[src/design/osid_pkg.sv]
/*
 Shared constants and types for the output-stop input detector.
 Assumes a single 200 MHz peripheral clock and a plain register port.
*/
package osid_pkg;

   // Register port shape
   localparam int DATA_W = 16;
   localparam int ADDR_W = 4;

   // Register byte addresses
   localparam logic [ADDR_W-1:0] ADDR_CTRL8 = 4'h0;
   localparam logic [ADDR_W-1:0] ADDR_CTRL10 = 4'h2;
   localparam logic [ADDR_W-1:0] ADDR_STATUS = 4'h4;
   localparam logic [ADDR_W-1:0] ADDR_MASK = 4'h6;

   // Control register field positions
   localparam int MODE_LSB = 0;
   localparam int COUNT_LSB = 4;
   localparam int INV_BIT = 8;

   // Status and mask bit positions
   localparam int FLAG_IN8 = 0;
   localparam int FLAG_IN10 = 1;

   // Reset values
   localparam logic [DATA_W-1:0] CTRL_RESET = 16'h0000;
   localparam logic [1:0] STATUS_RESET = 2'h0;
   localparam logic [1:0] MASK_RESET = 2'h0;

   // Writable mode bits per variant
   localparam logic [3:0] MODE_MASK_LEGACY = 4'h3;
   localparam logic [3:0] MODE_MASK_EXT = 4'hF;

   // Extended mode codes; legacy uses the low four codes 0..3 likewise
   localparam logic [3:0] MODE_EDGE = 4'h0;
   localparam logic [3:0] MODE_DIV8 = 4'h1;
   localparam logic [3:0] MODE_DIV16 = 4'h2;
   localparam logic [3:0] MODE_DIV128 = 4'h3;
   localparam logic [3:0] MODE_DIV1 = 4'h4;
   localparam logic [3:0] MODE_DIV2 = 4'h5;
   localparam logic [3:0] MODE_DIV4 = 4'h6;

   // Prescaler and low-bit masks giving each sample rate
   localparam int PS_W = 7;
   localparam logic [PS_W-1:0] PS_MASK_DIV1 = 7'h00;
   localparam logic [PS_W-1:0] PS_MASK_DIV2 = 7'h01;
   localparam logic [PS_W-1:0] PS_MASK_DIV4 = 7'h03;
   localparam logic [PS_W-1:0] PS_MASK_DIV8 = 7'h07;
   localparam logic [PS_W-1:0] PS_MASK_DIV16 = 7'h0F;
   localparam logic [PS_W-1:0] PS_MASK_DIV128 = 7'h7F;

   // Run counter
   localparam int RUN_W = 5;
   localparam logic [RUN_W-1:0] RUN_LEGACY = 5'h10;
   localparam logic [RUN_W-1:0] RUN_MAX = 5'h1F;

   typedef struct packed {
      logic invert;
      logic [3:0] count;
      logic [3:0] mode;
   } osid_ctrl_t;

   typedef struct packed {
      logic [ADDR_W-1:0] addr;
      logic [DATA_W-1:0] wdata;
      logic wr;
      logic rd;
   } osid_bus_req_t;

endpackage

[src/design/osid_top.sv]
/*
 Input-request detector for two active-low stop request pins (8 and 10),
 with edge or sampled-level detection, sticky flags and a masked interrupt.
 Assumes pins are asynchronous to REF_CLK and software keeps mode codes legal.
*/
//
// Summary of operation
// - Mode field two bits legacy, four extended.
// - Legacy code 00: falling edge on input 8.
// - Legacy sampled input 8: sixteen lows accepted.
// - Extended code 0000: either edge input 8.
// - Extended input 8 rate chosen by mode.
// - Accept after count plus one equal consecutive samples.
// - Four-bit sample count field for input 8.
// - Invert bit flips input 8 before detection.
// - Legacy code 00: falling edge on input 10.
// - Legacy sampled input 10: sixteen lows accepted.
// - Extended code 0000: either edge input 10.
// - Extended input 10 rates for codes 1-5.
// - Code 0110 samples input 10 at div4.
// - Input 10 has own count and invert.
`timescale 1ns/1ps
module osid_top #(
   parameter bit EXTENDED = 1'b1
) (
   // Clock and reset
   input wire logic REF_CLK,
   input wire logic ARST_N,
   // Stop request pins, active low
   input wire logic STOP_REQUEST_INPUT_8_N,
   input wire logic STOP_REQUEST_INPUT_10_N,
   // Register port
   input wire osid_pkg::osid_bus_req_t REG_REQ,
   output logic [osid_pkg::DATA_W-1:0] REG_RDATA,
   // Accepted requests and interrupt
   output logic STOP_REQUEST_8,
   output logic STOP_REQUEST_10,
   output logic IRQ
);
   import osid_pkg::*;

   logic [1:0] sync1_r;
   logic [1:0] sync2_r;
   logic [PS_W-1:0] prescale_r;
   osid_ctrl_t ctrl_r [2];
   logic [1:0] status_r;
   logic [1:0] mask_r;
   logic [1:0] accept;
   logic [DATA_W-1:0] rdata_r;
   logic irq_r;
   logic [1:0] clear_bits;

   // Sample strobe for a mode from the shared prescaler
   function automatic logic sample_tick(input logic [3:0] mode, input logic [PS_W-1:0] ps);
      logic [PS_W-1:0] m;
      m = PS_MASK_DIV1;
      unique case (mode)
         MODE_DIV8: m = PS_MASK_DIV8;
         MODE_DIV16: m = PS_MASK_DIV16;
         MODE_DIV128: m = PS_MASK_DIV128;
         MODE_DIV1: m = PS_MASK_DIV1;
         MODE_DIV2: m = PS_MASK_DIV2;
         MODE_DIV4: m = PS_MASK_DIV4;
         default: m = PS_MASK_DIV1;
      endcase
      return (ps & m) == m;
   endfunction

   // Control word as seen on the register port
   function automatic logic [DATA_W-1:0] ctrl_word(input osid_ctrl_t c);
      logic [DATA_W-1:0] w;
      w = '0;
      w[MODE_LSB +: 4] = c.mode;
      w[COUNT_LSB +: 4] = c.count;
      w[INV_BIT] = c.invert;
      return w;
   endfunction

   // Control word as stored; legacy keeps only two mode bits
   function automatic osid_ctrl_t ctrl_store(input logic [DATA_W-1:0] w);
      osid_ctrl_t c;
      c.mode = w[MODE_LSB +: 4] & (EXTENDED ? MODE_MASK_EXT : MODE_MASK_LEGACY);
      c.count = EXTENDED ? w[COUNT_LSB +: 4] : 4'h0;
      c.invert = EXTENDED ? w[INV_BIT] : 1'b0;
      return c;
   endfunction

   // Pin synchronisers, idle high
   always_ff @(posedge REF_CLK or negedge ARST_N) begin
      if (!ARST_N) begin
         sync1_r <= 2'h3;
         sync2_r <= 2'h3;
      end else begin
         sync1_r <= {STOP_REQUEST_INPUT_10_N, STOP_REQUEST_INPUT_8_N};
         sync2_r <= sync1_r;
      end
   end

   always_ff @(posedge REF_CLK or negedge ARST_N) begin
      if (!ARST_N) begin
         prescale_r <= '0;
      end else begin
         prescale_r <= PS_W'(prescale_r + 1'b1);
      end
   end

   // Per-input detectors
   for (genvar ch = 0; ch < 2; ch++) begin : g_det
      logic level;
      logic edge_prev_r;
      logic samp_r;
      logic [RUN_W-1:0] run_r;
      logic [RUN_W-1:0] run_nxt;
      logic [RUN_W-1:0] target;
      logic tick;
      logic edge_mode;
      logic edge_hit;
      logic level_hit;

      assign level = sync2_r[ch] ^ (EXTENDED & ctrl_r[ch].invert);

      assign edge_mode = (ctrl_r[ch].mode == MODE_EDGE);
      assign tick = !edge_mode && sample_tick(ctrl_r[ch].mode, prescale_r);

      assign target = EXTENDED ? RUN_W'({1'b0, ctrl_r[ch].count} + 5'h01) : RUN_LEGACY;

      always_comb begin
         if (level != samp_r) begin
            run_nxt = 5'h01;
         end else if (run_r == RUN_MAX) begin
            run_nxt = RUN_MAX;
         end else begin
            run_nxt = RUN_W'(run_r + 1'b1);
         end
      end

      always_ff @(posedge REF_CLK or negedge ARST_N) begin
         if (!ARST_N) begin
            edge_prev_r <= 1'b1;
         end else begin
            edge_prev_r <= level;
         end
      end

      // Saturated run at reset so an idle pin stays quiet
      always_ff @(posedge REF_CLK or negedge ARST_N) begin
         if (!ARST_N) begin
            samp_r <= 1'b1;
            run_r <= RUN_MAX;
         end else if (tick) begin
            samp_r <= level;
            run_r <= run_nxt;
         end
      end

      assign edge_hit = edge_mode &&
         (EXTENDED ? (level != edge_prev_r) : (edge_prev_r && !level));

      assign level_hit = tick && (run_nxt == target) && (EXTENDED || !level);

      assign accept[ch] = edge_hit || level_hit;
   end

   // Write-one-to-clear bits of this cycle
   always_comb begin
      clear_bits = 2'h0;
      if (REG_REQ.wr && REG_REQ.addr == ADDR_STATUS) begin
         clear_bits = REG_REQ.wdata[1:0];
      end
   end

   always_ff @(posedge REF_CLK or negedge ARST_N) begin
      if (!ARST_N) begin
         status_r <= STATUS_RESET;
      end else begin
         status_r <= (status_r & ~clear_bits) | accept;
      end
   end

   always_ff @(posedge REF_CLK or negedge ARST_N) begin
      if (!ARST_N) begin
         ctrl_r[0] <= ctrl_store(CTRL_RESET);
         ctrl_r[1] <= ctrl_store(CTRL_RESET);
         mask_r <= MASK_RESET;
      end else if (REG_REQ.wr) begin
         unique case (REG_REQ.addr)
            ADDR_CTRL8: ctrl_r[0] <= ctrl_store(REG_REQ.wdata);
            ADDR_CTRL10: ctrl_r[1] <= ctrl_store(REG_REQ.wdata);
            ADDR_MASK: mask_r <= REG_REQ.wdata[1:0];
            default: ;
         endcase
      end
   end

   // Read data one cycle after the strobe, zero otherwise
   always_ff @(posedge REF_CLK or negedge ARST_N) begin
      if (!ARST_N) begin
         rdata_r <= '0;
      end else if (REG_REQ.rd) begin
         unique case (REG_REQ.addr)
            ADDR_CTRL8: rdata_r <= ctrl_word(ctrl_r[0]);
            ADDR_CTRL10: rdata_r <= ctrl_word(ctrl_r[1]);
            ADDR_STATUS: rdata_r <= {14'h0000, status_r};
            ADDR_MASK: rdata_r <= {14'h0000, mask_r};
            default: rdata_r <= '0;
         endcase
      end else begin
         rdata_r <= '0;
      end
   end

   always_ff @(posedge REF_CLK or negedge ARST_N) begin
      if (!ARST_N) begin
         irq_r <= 1'b0;
      end else begin
         irq_r <= |(status_r & mask_r);
      end
   end

   assign REG_RDATA = rdata_r;
   assign STOP_REQUEST_8 = status_r[FLAG_IN8];
   assign STOP_REQUEST_10 = status_r[FLAG_IN10];
   assign IRQ = irq_r;

endmodule

[config.mk]
export PLATFORM = sky130hd
export DESIGN_NAME = osid_top
export DESIGN_NICKNAME = d
export VERILOG_FILES = /design/src/design/osid_pkg.sv /design/src/design/osid_top.sv
export SDC_FILE = /design/constraint.sdc
export NUM_CORES = 1
export LEC_CHECK = 0
export ABC_CLOCK_PERIOD_IN_PS = 2300
export BUFFER_PORTS_ARGS = -buffer_cell sky130_fd_sc_hd__buf_4
export CAP_MARGIN = 5
export CORE_MARGIN = 4
export CORE_UTILIZATION = 45
export DETAILED_ROUTE_END_ITERATION = 16
export PLACE_DENSITY_LB_ADDON = 0.08
export REMOVE_ABC_BUFFERS = 1
export SYNTH_ARGS = -nofsm -noshare
export SYNTH_HDL_FRONTEND = slang
export SYNTH_SLANG_ARGS = --single-unit
[constraint.sdc]
create_clock -name REF_CLK -period 2.3 [get_ports REF_CLK]
set_input_delay 0.575 -clock REF_CLK [delete_from_list [all_inputs] [get_ports REF_CLK]]
set_output_delay 0.575 -clock REF_CLK [all_outputs]
set_load 0.02 [all_outputs]
==> results_dict.tcl <==
set metrics [dict create \
    fin_area_um2 3490 \
    drc 0 \
    sw_frac_of_total_pct 35.1 \
    syn_inst 253 \
    die_area_um2 8000 \
    tritoncts.num_buffers 9 \
    drtIter0Drc 66 \
    yosysSeqAreaShare_pct 48.5 \
    num_io_pins 45 \
    clk_latency_ps 340 \
    ir_worst_vdd_mv 0.631 \
    max-slew-margin-rel_pct 52.5 \
    hold_buffers 0 \
    grt_max_degree 58 \
    core_um2 6390 \
    drv_cap 0 \
    path_max_fanout 7 \
    ant_nets 0 \
    dr.pass1.iters 5 \
    cp_slowest_cell "dfstp_2" \
    cts.clk_slew.worst_paths_ps 70 \
    crit_type "reg -> reg" \
    combPwrFrac_pct 34.2 \
    grt_pass1_wl_um 10000 \
    die_h_um 89.5 \
    seq_area_um2 1450 \
    multi_input_area_um2 1480 \
    ys_ff_latch 57 \
    tritoncts "yes" \
    wl_per_cell_um 15.7 \
    cts_sinks 57 \
    rows 29 \
    io_buffer_count 30 \
    insertedDiodeCount 0 \
    hold_class "in -> async" \
    worstPathRequired_ps 2580 \
    skew_ps 6.82 \
    grt_pass1_vias 2028 \
    drive_above_1_share_pct 34.8 \
    power.internal_mw 2.41 \
    synth_edf_count 0 \
    syn-cell-area_um2 2990 \
    path_cells "ha_1 -> nand4_1 -> a2111oi_0 -> a41oi_1 -> o221ai_1 -> o311a_1" \
    cts_resized 0 \
    routed_wl_um 5890 \
    fin_tns_setup_ps 0 \
    vias_per_cell 5.44 \
    critPathLaunchType "flip-flop" \
    final_cell_mix "39 x dfrtp_1, 34 x buf_4, 26 x mux2_2, 22 x nor2_1, 18 x dfstp_2" \
    hold_violations 0 \
    die_x_um 89.5 \
    p_leak_nw 1.55 \
    start_util_pct 46.8 \
    fmax_mhz 502 \
    antenna_found_initial 0 \
    synthFlopType "dfrtp_1" \
    grt_setup_unrepaired "false" \
    p_seq_share_pct 40.9 \
    htreeDepth 3 \
    vias 2045 \
    clockPowerShare_pct 24.9 \
    syn_area_per_cell_um2 11.8 \
    crit_path_end_kind "flip-flop" \
    slew_violations 0 \
    fill_cells 577 \
    worstPathArrival_ps 2270 \
    hpwl_um 4200 \
    switchingPower_mw 1.31 \
    setup_violations 0 \
    grt_use_total_pct 16.9 \
    fin_crit_sh_pct 86.6 \
    root_buffer "clkbuf_8" \
    postCtsSetupRepairBufs 0 \
    mostFrequentLayoutCell "dfrtp_1" \
    cts_buffer_depth 2 \
    gp_congestion 0.769 \
    area_delta_synth_final_pct 16.8 \
    min_period_ps 1990 \
    utilization_pct 54.6 \
    cp_slowest_stage_delay_ps 590 \
    worst_pin_slew_ps 713 \
    synthDistinctLibCells 58 \
    outcome "completed" \
    yosysWarnings 0 \
    place_area_um2 3290 \
    power.density_nw_per_um2 1070 \
    async_flop_share_pct 100 \
    grt.overflow.total 0 \
    fin_nets 325 \
]
-- cell type report --
class / count / area share [%]
Clock inverter: 7 / 2.04
Inverter: 4 / 0.430
Sequential cell: 57 / 41.5
Tap cell: 77 / 2.76
Timing Repair Buffer: 34 / 7.31
Clock buffer: 9 / 3.55
Multi-Input combinational cell: 188 / 42.4
-- layer usage --
layer	global-route usage [%]	share of wire, %	vias to the layer above
met5	0	0	-
met4	9.20	2.4	0
met3	3.23	4.9	12
met2	23.4	43	42
met1	24.8	50	985
li1	-	-	1006
-- synth_stat cells (4+ instances only) --
library cell	number	area share, %
xor2_1	9	2.6
nand3_1	12	2.0
dfstp_2	18	16
mux2_2	26	9.8
a31oi_1	4	0.84
nand2_1	11	1.4
dfrtp_1	39	33
xnor2_1	10	2.9
buf_4	7	1.8
mux2i_1	7	2.3
ha_1	5	2.1
o21ai_0	6	1.0
a21oi_1	6	1.0
and3_1	6	1.3
inv_1	4	0.50
nor2b_1	5	1.0
nor2_1	22	2.8
-- registers in the layout, indices dropped and copies added, names as in the netlist, 7 cells and up --
signal       count
REG_RDATA        9
ctrl_r          18
g_det.run_r     10
prescale_r       7
-- final timing paths --
path	depth (start not counted)	startpoint	to	slack (ps)
worst max-delay path	6	g_det[0].run_r[0]	status_r[0]	310
worst min-delay path	1	ARST_N	prescale_r[4]	280
worst max register to register	6	g_det[0].run_r[0]	status_r[0]	310
worst min register to register	0	sync1_r[0]	sync2_r[0]	360
max in group asynchronous	1	ARST_N	ctrl_r[7]	1530
min in group REF_CLK	1	STOP_REQUEST_INPUT_10_N	sync1_r[1]	340
-- power by group through the flow --
stage / sequential (mW) / combinational, mW / clock (mW)
global placement: 1.54 / 1.27 / 0
global route: 1.57 / 1.43 / 1.00
finish: 1.52 / 1.27 / 0.926
detailed placement: 1.54 / 1.29 / 0
floorplan: 1.50 / 0.962 / 0
CTS: 1.52 / 1.29 / 0.954
-- cell families after synthesis --
| group | synth area share [%] |
|---|---|
| and+or+nand+nor | 12.4 |
| DFF | 48.5 |
| AOI/OAI and AO/OA | 12.8 |
| muxes | 13.7 |
| xor gates and xnor gates | 7.71 |
| buffers and inverters | 2.72 |
| adders and majority gates | 2.09 |
| other | 0.126 |
-- worst max-delay path: cells and delay by family (launching register included) --
family | cells | cell delay, ps
flip-flops | 1 | 590
AND/OR/NAND/NOR | 1 | 180
adder cells (fa/ha/maj) | 1 | 240
AO/OA/AOI/OAI | 4 | 930
-- per-stage QoR --
stage / setup slack, ps / cells / hold slack, ps / power, mW
after floorplan: 380 / 249 / 279 / 2.47
after global placement: 267 / 360 / 345 / 2.81
after detailed placement: 237 / 360 / 347 / 2.83
after CTS: 289 / 376 / 314 / 3.77
after global routing: 134 / 376 / 325 / 4.00
final: 309 / 376 / 277 / 3.72
No activity file was read; power rests on OpenSTA's default activity.
